## config.mk

```make
export PLATFORM = sky130hd
export DESIGN_NAME = gcrf_regs
export DESIGN_NICKNAME = d
export VERILOG_FILES = /design/src/common/gcrf_pkg.sv /design/src/verilog/gcrf_empty_detect.sv /design/src/verilog/gcrf_value_report.sv /design/src/verilog/gcrf_regs.sv
export VERILOG_INCLUDE_DIRS = /design/src /design/src/common
export SDC_FILE = /design/constraint.sdc
export NUM_CORES = 1
export LEC_CHECK = 0
export BUFFER_PORTS_ARGS = -buffer_cell sky130_fd_sc_hd__buf_2
export CAP_MARGIN = 25
export CORE_MARGIN = 8
export CORE_UTILIZATION = 52
export DETAILED_ROUTE_END_ITERATION = 6
export HOLD_SLACK_MARGIN = 0.03
export PLACE_DENSITY = 0.85
export SLEW_MARGIN = 20
export SYNTH_ARGS = -nofsm -noshare
export SYNTH_HDL_FRONTEND = slang
export SYNTH_HIERARCHICAL = 1
export SYNTH_SLANG_ARGS = --single-unit
```

## constraint.sdc

```tcl
create_clock -name clock_i -period 6.1 [get_ports clock_i]
set_input_delay 0.61 -clock clock_i [delete_from_list [all_inputs] [get_ports clock_i]]
set_output_delay 0.61 -clock clock_i [all_outputs]
set_load 0.02 [all_outputs]
```

## src/common/gcrf_consts.svh

```systemverilog
// Purpose: Offsets, field positions, reset values and scale shifts of the gauge configuration registers
// Assumes: 16-bit registers at word offsets; cell voltage counts of 78.125 uV
// Notes:   Included by the package and the register file; guarded against double inclusion
`ifndef GCRF_CONSTS_SVH
`define GCRF_CONSTS_SVH

// ************************************************************
// Register map
// ************************************************************
`define GCRF_ADDR_W       8
`define GCRF_CAP_OFFSET   8'h18
`define GCRF_THR_OFFSET   8'h3A
`define GCRF_CAP_RESET    16'h0BB8
`define GCRF_THR_RESET    16'hA561

// ************************************************************
// Threshold fields and scaling
// ************************************************************
`define GCRF_VE_MSB       15
`define GCRF_VE_LSB       7
`define GCRF_VR_MSB       6
`define GCRF_VR_LSB       0
// 10 mV step over 78.125 uV count is 128, 40 mV step is 512
`define GCRF_VE_SHIFT     7
`define GCRF_VR_SHIFT     9

`endif

```

## src/common/gcrf_pkg.sv

```systemverilog
// Purpose: Types and shared conversions of the gauge configuration register block
// Assumes: gcrf_consts.svh on the include path
// Notes:   Value formats are plain 16-bit words, signed where two's complement; the threshold field types are 9 and 7 bits
package gcrf_pkg;
`include "gcrf_consts.svh"

    // ************************************************************
    // Value formats
    // ************************************************************
    typedef logic        [15:0] gcrf_word_type;
    typedef logic        [15:0] gcrf_capacity_type; // 5.0 uVh per count
    typedef logic        [15:0] gcrf_percent_type;  // 1/256 % per count
    typedef logic        [15:0] gcrf_voltage_type;  // 78.125 uV per count
    typedef logic signed [15:0] gcrf_current_type;  // 1.5625 uV per count
    typedef logic signed [15:0] gcrf_temp_type;     // 1/256 degC per count
    typedef logic        [8:0]  gcrf_ve_type;       // 10 mV per count
    typedef logic        [6:0]  gcrf_vr_type;       // 40 mV per count

    // ************************************************************
    // Empty detection states
    // ************************************************************
    typedef enum logic [1:0] {
        GCRF_ARMED = 2'b01,
        GCRF_EMPTY = 2'b10
    } gcrf_empty_state_type;

    // Empty target as cell voltage counts
    function automatic gcrf_voltage_type gcrf_ve_counts(input gcrf_ve_type ve);
        return 16'(ve) << `GCRF_VE_SHIFT;
    endfunction

    // Recovery level as cell voltage counts
    function automatic gcrf_voltage_type gcrf_vr_counts(input gcrf_vr_type vr);
        return 16'(vr) << `GCRF_VR_SHIFT;
    endfunction
endpackage

```

## src/verilog/gcrf_empty_detect.sv

```systemverilog
// Purpose: Empty detection with recovery hysteresis
// Assumes: sample_i marks a new cell voltage
// Notes:   Output is a registered level
`timescale 1ns/1ps
`default_nettype none
module gcrf_empty_detect (
    input  wire logic                      clock_i,
    input  wire logic                      rst_n_i,
    input  wire logic                      sample_i,
    input  wire gcrf_pkg::gcrf_voltage_type cell_voltage_i,
    input  wire gcrf_pkg::gcrf_ve_type     empty_target_i,
    input  wire gcrf_pkg::gcrf_vr_type     recovery_i,
    output logic                           empty_o
);
    import gcrf_pkg::*;

    typedef struct packed {
        gcrf_empty_state_type state;
        logic                 empty;
    } gcrf_det_state_type;

    gcrf_det_state_type r;
    gcrf_det_state_type next_r;

    // ************************************************************
    // Hysteresis machine
    // ************************************************************
    // Stays empty until voltage is above recovery, so load dips do not chatter
    always_comb begin
        next_r = r;
        if (sample_i) begin
            unique case (r.state)
                GCRF_ARMED: begin
                    if (cell_voltage_i <= gcrf_ve_counts(empty_target_i)) begin
                        next_r.state = GCRF_EMPTY;
                    end
                end
                GCRF_EMPTY: begin
                    if (cell_voltage_i > gcrf_vr_counts(recovery_i)) begin
                        next_r.state = GCRF_ARMED;
                    end
                end
                default: begin
                    next_r.state = GCRF_ARMED;
                end
            endcase
        end
        next_r.empty = (next_r.state == GCRF_EMPTY);
    end

    // State register
    always_ff @(posedge clock_i) begin
        if (!rst_n_i) begin
            r <= '{state: GCRF_ARMED, empty: 1'b0};
        end else begin
            r <= next_r;
        end
    end

    assign empty_o = r.empty;
endmodule // gcrf_empty_detect
`default_nettype wire

```

## src/verilog/gcrf_value_report.sv

```systemverilog
// Purpose: Registered reporting of gauge values in their standard formats
// Assumes: Raw current and capacity arrive already scaled as sense resistor voltages
// Notes:   Updated only on sample_i
`timescale 1ns/1ps
`default_nettype none
module gcrf_value_report (
    input  wire logic                       clock_i,
    input  wire logic                       rst_n_i,
    input  wire logic                       sample_i,
    input  wire logic                       empty_i,
    input  wire gcrf_pkg::gcrf_voltage_type  cell_voltage_i,
    input  wire gcrf_pkg::gcrf_ve_type      empty_target_i,
    input  wire gcrf_pkg::gcrf_percent_type  raw_soc_i,
    input  wire gcrf_pkg::gcrf_capacity_type raw_capacity_i,
    input  wire gcrf_pkg::gcrf_current_type  raw_current_i,
    input  wire gcrf_pkg::gcrf_temp_type     raw_temp_i,
    output gcrf_pkg::gcrf_percent_type       soc_o,
    output gcrf_pkg::gcrf_capacity_type      capacity_o,
    output gcrf_pkg::gcrf_current_type       current_o,
    output gcrf_pkg::gcrf_temp_type          temp_o
);
    import gcrf_pkg::*;

    typedef struct packed {
        gcrf_percent_type  soc;
        gcrf_capacity_type cap;
        gcrf_current_type  cur;
        gcrf_temp_type     temp;
    } gcrf_rep_state_type;

    gcrf_rep_state_type r;
    gcrf_rep_state_type next_r;
    logic               at_empty;

    // ************************************************************
    // Reporting relative to the empty target
    // ************************************************************
    // Charge and capacity pin to zero at or below target, whatever the raw estimate says
    always_comb begin
        next_r   = r;
        at_empty = empty_i || (cell_voltage_i <= gcrf_ve_counts(empty_target_i));
        if (sample_i) begin
            next_r.soc  = at_empty ? 16'h0000 : raw_soc_i;
            next_r.cap  = at_empty ? 16'h0000 : raw_capacity_i;
            next_r.cur  = raw_current_i;
            next_r.temp = raw_temp_i;
        end
    end

    // Value registers
    always_ff @(posedge clock_i) begin
        if (!rst_n_i) begin
            r <= '0;
        end else begin
            r <= next_r;
        end
    end

    assign soc_o      = r.soc;
    assign capacity_o = r.cap;
    assign current_o  = r.cur;
    assign temp_o     = r.temp;
endmodule // gcrf_value_report
`default_nettype wire

```

## src/verilog/gcrf_regs.sv

```systemverilog
// Purpose: Gauge configuration registers, empty detection and value reporting
// Assumes: Word register port decoded from the serial link outside this block
// Notes:   Read data comes one cycle after the read strobe
//
// Contract
// - Registers without a layout of their own use the common format of their type.
// - Current and capacity values are sense resistor voltages, left to the host to divide.
// - Capacity values are unsigned 16-bit at 5.0 uVh per count up to 327.675 mVh.
// - Percentage values are 1/256 percent per count so the upper byte reads whole percent.
// - Current values are signed two's complement at 1.5625 uV per count.
// - Temperature values are signed two's complement at 1/256 degC per count.
// - The nominal cell capacity register uses capacity format and resets to 0x0BB8.
// - The threshold register resets to 0xA561, a 3.3 V target and 3.88 V recovery.
// - The empty target field counts 10 mV steps from 0 V to 5.11 V, 3.3 V after reset.
// - Charge and capacity are reported relative to the target, reaching 0% at it.
// - The recovery field counts 40 mV steps from 0 V to 5.08 V, 3.88 V after reset.
// - Empty detection clears and re-arms only once voltage rises above recovery.
`timescale 1ns/1ps
`default_nettype none
`include "gcrf_consts.svh"
module gcrf_regs (
    input  wire logic                       clock_i,
    input  wire logic                       rst_n_i,
    // Register port
    input  wire logic [7:0]                 reg_addr_i,
    input  wire logic                       reg_wr_i,
    input  wire gcrf_pkg::gcrf_word_type     reg_wdata_i,
    input  wire logic                       reg_rd_i,
    output gcrf_pkg::gcrf_word_type          reg_rdata_o,
    output logic                            reg_rvalid_o,
    // Measurement side
    input  wire logic                       sample_i,
    input  wire gcrf_pkg::gcrf_voltage_type  cell_voltage_i,
    input  wire gcrf_pkg::gcrf_percent_type  raw_soc_i,
    input  wire gcrf_pkg::gcrf_capacity_type raw_capacity_i,
    input  wire gcrf_pkg::gcrf_current_type  raw_current_i,
    input  wire gcrf_pkg::gcrf_temp_type     raw_temp_i,
    // Configuration and results
    output gcrf_pkg::gcrf_capacity_type      nominal_cell_capacity_o,
    output gcrf_pkg::gcrf_ve_type            empty_target_voltage_o,
    output gcrf_pkg::gcrf_vr_type            recovery_voltage_o,
    output logic                            empty_o,
    output gcrf_pkg::gcrf_percent_type       soc_o,
    output gcrf_pkg::gcrf_capacity_type      capacity_o,
    output gcrf_pkg::gcrf_current_type       current_o,
    output gcrf_pkg::gcrf_temp_type          temp_o
);
    import gcrf_pkg::*;

    // ************************************************************
    // State
    // ************************************************************
    typedef struct packed {
        gcrf_capacity_type nominal_cell_capacity;
        gcrf_word_type     empty_recovery_thresholds;
        gcrf_word_type     rdata;
        logic              rvalid;
    } gcrf_reg_state_type;

    gcrf_reg_state_type r;
    gcrf_reg_state_type next_r;
    logic               hit_cap;
    logic               hit_thr;

    // ************************************************************
    // Register file
    // ************************************************************
    // Read of a word written in the same cycle returns the old value; the host never overlaps them
    always_comb begin
        next_r  = r;
        hit_cap = (reg_addr_i == `GCRF_CAP_OFFSET);
        hit_thr = (reg_addr_i == `GCRF_THR_OFFSET);
        next_r.rvalid = reg_rd_i;
        if (reg_rd_i) begin
            if (hit_cap) begin
                next_r.rdata = r.nominal_cell_capacity;
            end else if (hit_thr) begin
                next_r.rdata = r.empty_recovery_thresholds;
            end else begin
                next_r.rdata = 16'h0000; // Unmapped reads as zero
            end
        end
        if (reg_wr_i && hit_cap) begin
            next_r.nominal_cell_capacity = reg_wdata_i;
        end
        if (reg_wr_i && hit_thr) begin
            next_r.empty_recovery_thresholds = reg_wdata_i;
        end
    end

    // Reset values give a working gauge before the host configures anything
    always_ff @(posedge clock_i) begin
        if (!rst_n_i) begin
            r <= '{nominal_cell_capacity:     `GCRF_CAP_RESET,
                   empty_recovery_thresholds: `GCRF_THR_RESET,
                   rdata:                     16'h0000,
                   rvalid:                    1'b0};
        end else begin
            r <= next_r;
        end
    end

    // Field extraction straight off the register flops
    assign reg_rdata_o             = r.rdata;
    assign reg_rvalid_o            = r.rvalid;
    assign nominal_cell_capacity_o = r.nominal_cell_capacity;
    assign empty_target_voltage_o  = r.empty_recovery_thresholds[`GCRF_VE_MSB:`GCRF_VE_LSB];
    assign recovery_voltage_o      = r.empty_recovery_thresholds[`GCRF_VR_MSB:`GCRF_VR_LSB];

    // ************************************************************
    // Empty detection and reporting
    // ************************************************************
    logic empty_flag;

    gcrf_empty_detect u_empty_detect (
        .clock_i        (clock_i),
        .rst_n_i        (rst_n_i),
        .sample_i       (sample_i),
        .cell_voltage_i (cell_voltage_i),
        .empty_target_i (empty_target_voltage_o),
        .recovery_i     (recovery_voltage_o),
        .empty_o        (empty_flag)
    );

    gcrf_value_report u_value_report (
        .clock_i        (clock_i),
        .rst_n_i        (rst_n_i),
        .sample_i       (sample_i),
        .empty_i        (empty_flag),
        .cell_voltage_i (cell_voltage_i),
        .empty_target_i (empty_target_voltage_o),
        .raw_soc_i      (raw_soc_i),
        .raw_capacity_i (raw_capacity_i),
        .raw_current_i  (raw_current_i),
        .raw_temp_i     (raw_temp_i),
        .soc_o          (soc_o),
        .capacity_o     (capacity_o),
        .current_o      (current_o),
        .temp_o         (temp_o)
    );

    assign empty_o = empty_flag;

    // ************************************************************
    // Assertions
    // ************************************************************
    // Helper terms; the checks watch only the ports of this block, inputs as well as outputs
    logic             rst_seen;
    gcrf_voltage_type ve_cnt;
    gcrf_voltage_type vr_cnt;

    assign ve_cnt = gcrf_ve_counts(empty_target_voltage_o);
    assign vr_cnt = gcrf_vr_counts(recovery_voltage_o);

    // Marks that a reset has been seen, so the first cycles are not judged
    always_ff @(posedge clock_i) begin
        if (!rst_n_i) begin
            rst_seen <= 1'b1;
        end
    end
endmodule // gcrf_regs
`default_nettype wire

```

# Word level (Yosys, flattened, before mapping)
# Index checks and enable logic that the tools add are counted.
# Widths: inputs -> output; s select.
# totals
out_inout_bits	114
input_bits	109
ff_bits	116
# classes
mux	8
n_lt_le_gt_ge	2
reduce_logical	3
eq_ne	5
# op_table
op	n
$mux 16	4
$gt 16x16->1	1
$le 16x16->1	1
$eq 8x5->1 const B	1
$eq 8x6->1 const B	1
$mux 2	3
$eq 2x2->1 const B	2
$pmux 2 s2	1
$eq 2x1->1 const B	1
$logic_and 1x1->1	2
$logic_or 1x1->1	1

# Logic depth before layout (Yosys ltp)
# Gate-level depths: netlist of run 1.
# logic_depth
ltp_word	5
mapped_depth	8
mapped_depth_nobuf	8

# Modules after synthesis
# The synthesis of run 1 kept the hierarchy.
# modules_own_cells
mod	area_each_um2	n_inst	seq_area_each_um2	cells_each
gcrf_value_report	2748.9	1	1281.2	284
gcrf_regs	2093.3	1	980.9	222
gcrf_empty_detect	626.9	1	60.1	83

# Least setup slack after synthesis of run 1
# OpenSTA, ideal clock, no wires.
# synth_path
path_kind	input -> register
startpoint	input port cell_voltage_i[15]
endpoint	register u_empty_detect.r, in the netlist u_empty_detect/empty_o
setup_time_ns	0.061
slack_ns	3.801
t_required_ns	6.039
cell_stages	7
arrival_ns	2.238
n_path_buf	0
path_cell_list	ha_1 nand4_1 or4_4 o32ai_2 a21o_1 a21boi_1 and4_1
# synth_between
elab_chain_len	5
word_cells_on_any_way	7
classes_between	order compare (2); eq/ne (1); mux (4)
# synth_lines
item	line	text
from (decl)	gcrf_regs.sv:33	input wire gcrf_pkg::gcrf_voltage_type cell_voltage_i,
$gt 16x16->1 / $le 16x16->1 (equally long branches)	gcrf_empty_detect.sv:39, gcrf_empty_detect.sv:34	
$mux 2, on equally long branches	gcrf_empty_detect.sv:39, gcrf_empty_detect.sv:34	
$pmux 2 s2 (*)	gcrf_empty_detect.sv:32	unique case (r.state)
$mux 2 (*)	gcrf_empty_detect.sv:31	if (sample_i) begin
$eq 2x2->1 (*)	gcrf_empty_detect.sv:48	next_r.empty = (next_r.state == GCRF_EMPTY);
to (signal assigned)	gcrf_empty_detect.sv:54	r <= '{state: GCRF_ARMED, empty: 1'b0};
to (signal assigned)	gcrf_empty_detect.sv:56	r <= next_r;
to (decl)	gcrf_empty_detect.sv:22	gcrf_det_state_type r;
# Mark *: on every way between the ends. The rest lies on a longest branch, timed or not.
# A chain may end at the register's enable or synchronous reset.

==> out/qor.txt, run 1 <==
status: complete, no violations
TritonCTS Buffers: 17
ANT cells: 0
Die H: 119 um
largest net degree at the start of global routing: 91
max incr delay on CP: 530 ps
startpoint type of the worst setup path: flip-flop
Post-DP HPWL: 13.3 mm
H-tree Lvls: 4
post-synthesis register bit count: 116
vias in the first global route: 5275
layer with the highest usage: met2
initial antenna violation count: 0
Detailed Route WL: 17.4 mm
worst hold path class: input pin to flip-flop
Setup violations, final: 0
Slew headroom: 0.364
Fin Hold WS: 354 ps
synth warn: 6
Post-DRT Antenna Nets: 0
CP top delay family: simple AND/OR/NAND/NOR gates
LEAKAGE: 3.31 nW
first-pass GRT wire length: 27.4 mm
Main synth FF type: dfxtp_1
fmax: 412 MHz
Initial Utilization: 0.532
Final Net Count: 928
PD cells: 283 mW/mm2
WP data required: 6550 ps
DR WL/cell: 18.6 um
final worst clock skew: 16.5 ps
Final Max Tran Viols: 0
maximum VDD drop: 0.150 mV
Worst Max-Slew Pin Slew: 954 ps
Syn Nets: 725
Skew-Pair Late Insertion Delay: 510 ps
cts hold-fix bufs: 0
Async S/R FF share, synth: 0
Mapped Area: 0.00547 mm2
M2 GR Usage: 0.407
TritonCTS clock tree: yes
final period utilization: 0.398
Top Ports: 223
critical path arrival: 2870 ps
detailed-route via count: 5284
worst-path fanout max: 4
setup TNS: 0 ps
GPL Wtd Cong: 0.921
Residual DRC: 0
worst path cell trace: inv_1, ha_1, nand4_1, or4_4, o32ai_2, a21o_1, a21boi_1, and4_1
filler cell count in the final layout: 767
Root Driver: clkbuf_8
CTS Sinks: 116
Hold Vio Cnt, Final: 0
Clock transition at path regs: 60 ps
Post-synth EDFFs: 0
CP max stage cell: or4_4
total setup buffers inserted after CTS: 0
Rows: 37
syn avg cell area: 9.29 um2
Yosys top cell by area: dfxtp_1
DRT Pass-1 Iters: 5
Synth cell types: 47
area of the die: 0.0141 mm2
area growth from synthesis to layout: 29.5%
sequential area share after synthesis: 0.425
minimum clock period: 2430 ps
gr ovfl total: 0
grt met1 use: 0.271
grt met3 use: 0.0904
layout cells sized above 1: 0.331
Total GRT Usage: 0.240
DRT iter0 DRCs: 546
top cells by area, synth: dfxtp_1 42%, mux2i_1 10%, ha_1 6.2%
max-capacitance violation count: 0
IO buf count: 222
Post-CTS Resized: 0
die width: 119 um
vias per cell: 5.62
CTS Buffer Depth: 2
cells after synthesis: 589
Yosys top cell area share: 0.425
RSZ-0062 raised after global routing: no
Worst Path Buf+Inv: 1
CP Capture Type: flip-flop
Core ar.: 0.0103 mm2
Crit Path Category: flip-flop to flip-flop
worst reg2reg setup slack: 3670 ps
cells in the mapped netlist, types with 4 or more instances:
cell      instances
dfxtp_1         116
nand2_1          70
mux2i_1          57
nand4_1          39
nor2b_1          37
inv_1            32
o21ai_1          31
ha_1             27
clkbuf_1         19
nand3b_1         18
o31ai_1          18
nor2_1           17
a22oi_1          16
o21ai_0          12
a21oi_1           7
buf_2             7
clkbuf_8          7
nor4_1            6
a31oi_1           5
buf_6             5
nand3_1           4
stage by stage:
stage | power [mW] | setup slack (ps) | instance area (um2) | util | instances
6_report | 2.01 | 3670 | 7080 | 0.689 | 940
5_1_grt | 2.09 | 3620 | 7080 | 0.689 | 940
4_1_cts | 2.01 | 3510 | 7070 | 0.688 | 939
3_5_place_dp | 1.09 | 3150 | 6510 | 0.633 | 908
3_3_place_gp | 1.07 | 3220 | 6490 | 0.632 | 907
2_1_floorplan | 0.991 | 3800 | 5470 | - | 589
logic make-up (layout without fill, tap and decap cells):
group	count (synthesis)	count (layout)	synth area share
and+or+nand+nor	210	210	0.213
DFF	116	116	0.425
AOI/OAI and AO/OA	104	104	0.122
buffers and inverters	75	290	0.0748
muxes	57	57	0.104
adders and majority gates	27	27	0.0618
placed cells by master (no fill, tap or decap), types with 17 or more instances in the layout:
cell type	netlist	final
buf_2	7	221
dfxtp_1	116	116
ha_1	27	27
inv_1	32	32
mux2i_1	57	57
nand2_1	70	70
nand3b_1	18	18
nand4_1	39	39
nor2_1	17	17
nor2b_1	37	36
o21ai_1	31	31
o31ai_1	18	18
layout make-up:
type | count | area [um2] | area share
Clock buffer | 19 | 432 | 0.0609
Clock inverter | 12 | 131 | 0.0185
Inverter | 32 | 120 | 0.0170
Multi-Input combinational cell | 398 | 2750 | 0.388
Sequential cell | 116 | 2320 | 0.328
Tap cell | 136 | 170 | 0.0240
Timing Repair Buffer | 227 | 1160 | 0.164
per-layer routing:
| metal | vias up | wire, um |
|---|---|---|
| met5 | - | 0 |
| met4 | 0 | 335 |
| met3 | 22 | 1630 |
| met2 | 292 | 8740 |
| met1 | 2461 | 6730 |
| li1 | 2509 | - |
registers in the layout, summed over array words and instances, names as in the netlist:
signal / count
u_empty_detect/empty_o: 1
u_value_report/soc_o: 16
reg_rvalid_o: 1
u_value_report/current_o: 16
u_empty_detect/r: 2
nominal_cell_capacity_o: 16
recovery_voltage_o: 7
u_value_report/capacity_o: 16
reg_rdata_o: 16
empty_target_voltage_o: 9
u_value_report/temp_o: 16
final timing paths:
check,start,end,depth (start not counted)
hold / removal,raw_soc_i[2],u_value_report/soc_o[2]$_SDFFE_PN0P_,3
setup / recovery,recovery_voltage_o[5]$_SDFFE_PN1P_,u_empty_detect/empty_o$_SDFF_PN0_,8
hold reg to reg,u_value_report/soc_o[14]$_SDFFE_PN0P_,u_value_report/soc_o[14]$_SDFFE_PN0P_,2
setup reg to reg,recovery_voltage_o[5]$_SDFFE_PN1P_,u_empty_detect/empty_o$_SDFF_PN0_,8
power breakdown:
part / switching, mW / internal (mW)
combinational: 0.166 / 0.108
sequential: 0.0153 / 0.785
clock: 0.342 / 0.589
total: 0.523 / 1.48
worst min-delay path: cells and delay by family:
family          cells  cell delay [ps]
compound gates      1               50
buf+inv             1               90
simple gates        1               60
No activity file was read; power rests on OpenSTA's default activity.
==> run 2: changes to the inputs <==
--- a/config.mk
+++ b/config.mk
@@ -9,10 +9,10 @@
 export BUFFER_PORTS_ARGS = -buffer_cell sky130_fd_sc_hd__buf_2
 export CAP_MARGIN = 25
 export CORE_MARGIN = 8
-export CORE_UTILIZATION = 52
+export CORE_UTILIZATION = 44
 export DETAILED_ROUTE_END_ITERATION = 6
 export HOLD_SLACK_MARGIN = 0.03
-export PLACE_DENSITY = 0.85
+export PLACE_DENSITY = 0.77
 export SLEW_MARGIN = 20
 export SYNTH_ARGS = -nofsm -noshare
 export SYNTH_HDL_FRONTEND = slang
==> constraint.sdc (replaced) <==
create_clock -name clock_i -period 2.1 [get_ports clock_i]
set_input_delay 0.21 -clock clock_i [delete_from_list [all_inputs] [get_ports clock_i]]
set_output_delay 0.21 -clock clock_i [all_outputs]
set_load 0.02 [all_outputs]
==> run 2 against run 1 <==
Against the previous run:
- the flow now finishes with violations (negative setup slack)
- core utilization fell by 6.0 points
- final cell count rose by 8.0%
- clock skew fell by 12 ps
- clock power rose to 3.0 times the previous value
- routed wire length rose by 3.2%
- power rose to 3.0 times the previous value
- via count rose by 1.6%
- non-clock buffer count rose by 42
- die area rose by 16%
- critical endpoint unchanged
- global-route usage fell by 2.5 points
- register-to-register slack got worse by 3700 ps
- flip-flop and latch count did not move
==> out/qor.txt, run 2 (synthesis results as in run 1) <==
Metal-1 WL: 7.32 mm
Crit Path Category: flip-flop to flip-flop
GPL Wtd Cong: 0.879
Final WS setup: -33.5 ps
Core ar.: 0.0121 mm2
Hold Vio Cnt, Final: 0
WP data required: 2450 ps
Rows: 40
minimum clock period: 2130 ps
Fin Hold WS: 46.9 ps
PD cells: 789 mW/mm2
Post-DP HPWL: 13.2 mm
TritonCTS Buffers: 17
worst path cell trace: inv_1, ha_1, a21o_1, a21o_1, a2111oi_1, nor2_1, a21boi_2, and4_1
IO buf count: 222
CP most frequent cell: a21o_1
FF+latch area: 0.00233 mm2
Top Ports: 223
setup TNS: -33.5 ps
Gate power share: 0.144
largest net degree at the start of global routing: 47
R2R Path Start: empty_target_voltage_o[2]$_SDFFE_PN0P_
Slew headroom: 0.571
vias in the first global route: 5225
worst reg2reg setup slack: -30 ps
area growth from synthesis to layout: 38.7%
initial antenna violation count: 1
Power Internal: 4.47 mW
Setup violations, final: 1
worst-path fanout max: 4
Residual DRC: 0
gr ovfl total: 0
met2 WL: 8.40 mm
H-tree Lvls: 4
leading cell type in the layout, fill and taps excluded: buf_2
layout cells sized above 1: 0.377
crit path to: u_empty_detect/empty_o$_SDFF_PN0_
LEAKAGE: 3.55 nW
fmax: 469 MHz
switching fraction of total power: 0.254
RSZ-0062 raised after global routing: yes
worst hold path class: input pin to flip-flop
Worst Max-Slew Pin Slew: 644 ps
area of the die: 0.0163 mm2
Detailed Route WL: 18.0 mm
Area after DPL: 0.00685 mm2
Worst path depth: 8
startpoint type of the worst setup path: flip-flop
Worst Path Buf+Inv: 1
maximum VDD drop: 0.386 mV
failing checks: negative setup slack
total power: 5.98 mW
final period utilization: 1.02
Post-DRT Antenna Nets: 0
detailed-route via count: 5369
max-capacitance violation count: 0
CP Capture Type: flip-flop
Total GRT Usage: 0.215
first-pass GRT wire length: 27.8 mm
metal3 WL: 1.76 mm
critical path arrival: 2480 ps
final instance area: 0.00759 mm2
R2R Path End: u_empty_detect/empty_o$_SDFF_PN0_
commonest cells after routing, fill and taps aside: 221 x buf_2, 109 x dfxtp_1, 70 x nand2_1
die width: 127 um
vias per cell: 5.29
CTS Buffer Depth: 2
DRT iter0 DRCs: 391
CTS Sinks: 116
CP top delay family: compound AO/OA/AOI/OAI gates
DRT Pass-1 Iters: 5
CP max stage cell: a2111oi_1
final worst clock skew: 4.64 ps
Skew-Pair Late Insertion Delay: 410 ps
DR WL/cell: 17.7 um
Die H: 127 um
Reg power frac: 0.388
Initial Utilization: 0.453
TritonCTS clock tree: yes
max incr delay on CP: 450 ps
top sig layer: met4
crit path launch: empty_target_voltage_o[2]$_SDFFE_PN0P_
Root Driver: clkbuf_16
area of the multi-input gates: 0.00282 mm2
reg2reg path depth: 8
Final Max Tran Viols: 0
Clk pwr share: 0.467
Final Net Count: 970
filler cell count in the final layout: 1003
status: finished, violations left
Clock transition at path regs: 50 ps
Psw: 1.52 mW
[run 2: cell types whose count changed in the layout (fill, tap and decap cells not counted), sizes merged]
cell,previous run,this run
buf,227,263
dlygate4sd3,0,5
clkbuf,19,22
clkinv,4,7
clkinvlp,4,1
inv,34,32
diode,0,1
[run 2: stage by stage]
stage | setup WS, ps | instances | util
2_1_floorplan | -33.7 | 589 | -
3_3_place_gp | 4.73 | 975 | 0.568
3_5_place_dp | -41.0 | 975 | 0.568
4_1_cts | -16.4 | 1011 | 0.625
5_1_grt | -143 | 1015 | 0.629
6_report | -33.5 | 1015 | 0.629
[run 2: how the worst min path moves through the flow]
stage	cells past startpoint	endpoint	startpoint
after global placement	2	u_value_report/soc_o[3]$_SDFFE_PN0P_	u_value_report/soc_o[3]$_SDFFE_PN0P_
after detailed placement	2	u_value_report/soc_o[12]$_SDFFE_PN0P_	u_value_report/soc_o[12]$_SDFFE_PN0P_
final	3	u_value_report/capacity_o[11]$_SDFFE_PN0P_	raw_capacity_i[11]
after floorplan	2	recovery_voltage_o[3]$_SDFFE_PN0P_	reg_wdata_i[3]
after global routing	3	u_value_report/capacity_o[12]$_SDFFE_PN0P_	raw_capacity_i[12]
after CTS	3	u_value_report/capacity_o[11]$_SDFFE_PN0P_	raw_capacity_i[11]
[run 2: per-layer routing]
| layer | vias to the layer above | global-route usage |
|---|---|---|
| met3 | 37 | 0.0745 |
| met2 | 267 | 0.351 |
| li1 | 2597 | - |
| met5 | - | 0 |
| met4 | 0 | 0.0959 |
| met1 | 2468 | 0.248 |
[run 2: power groups by stage]
| stage | registers (mW) | logic (mW) | clock network (mW) |
|---|---|---|---|
| after global placement | 2.36 | 0.787 | 0 |
| after CTS | 2.32 | 0.835 | 2.83 |
| after global routing | 2.33 | 0.946 | 2.93 |
| final | 2.32 | 0.864 | 2.80 |
| after floorplan | 2.45 | 0.435 | 0 |
| after detailed placement | 2.37 | 0.796 | 0 |
[run 2: cell type report]
cell class                      count  area share
Sequential cell                   116       0.307
Antenna cell                        1    0.000330
Inverter                           32      0.0158
Timing Repair Buffer              269       0.201
Multi-Input combinational cell    398       0.372
Clock inverter                     10      0.0140
Clock buffer                       21      0.0620
Tap cell                          168      0.0277
[run 2: tightest hold or removal path: stages]
cell and delay [ps]:
buf_2 90, nand4_1 60, o21ai_1 50
[run 2: repair_timing]
item	CTS	global route
gates resized for setup	8	6
endpoints found under the hold margin	5	0
hold buffers	5	0
buffers inserted	0	2
pin swaps	4	3
gates cloned	0	1
endpoints found under the setup margin	1	35
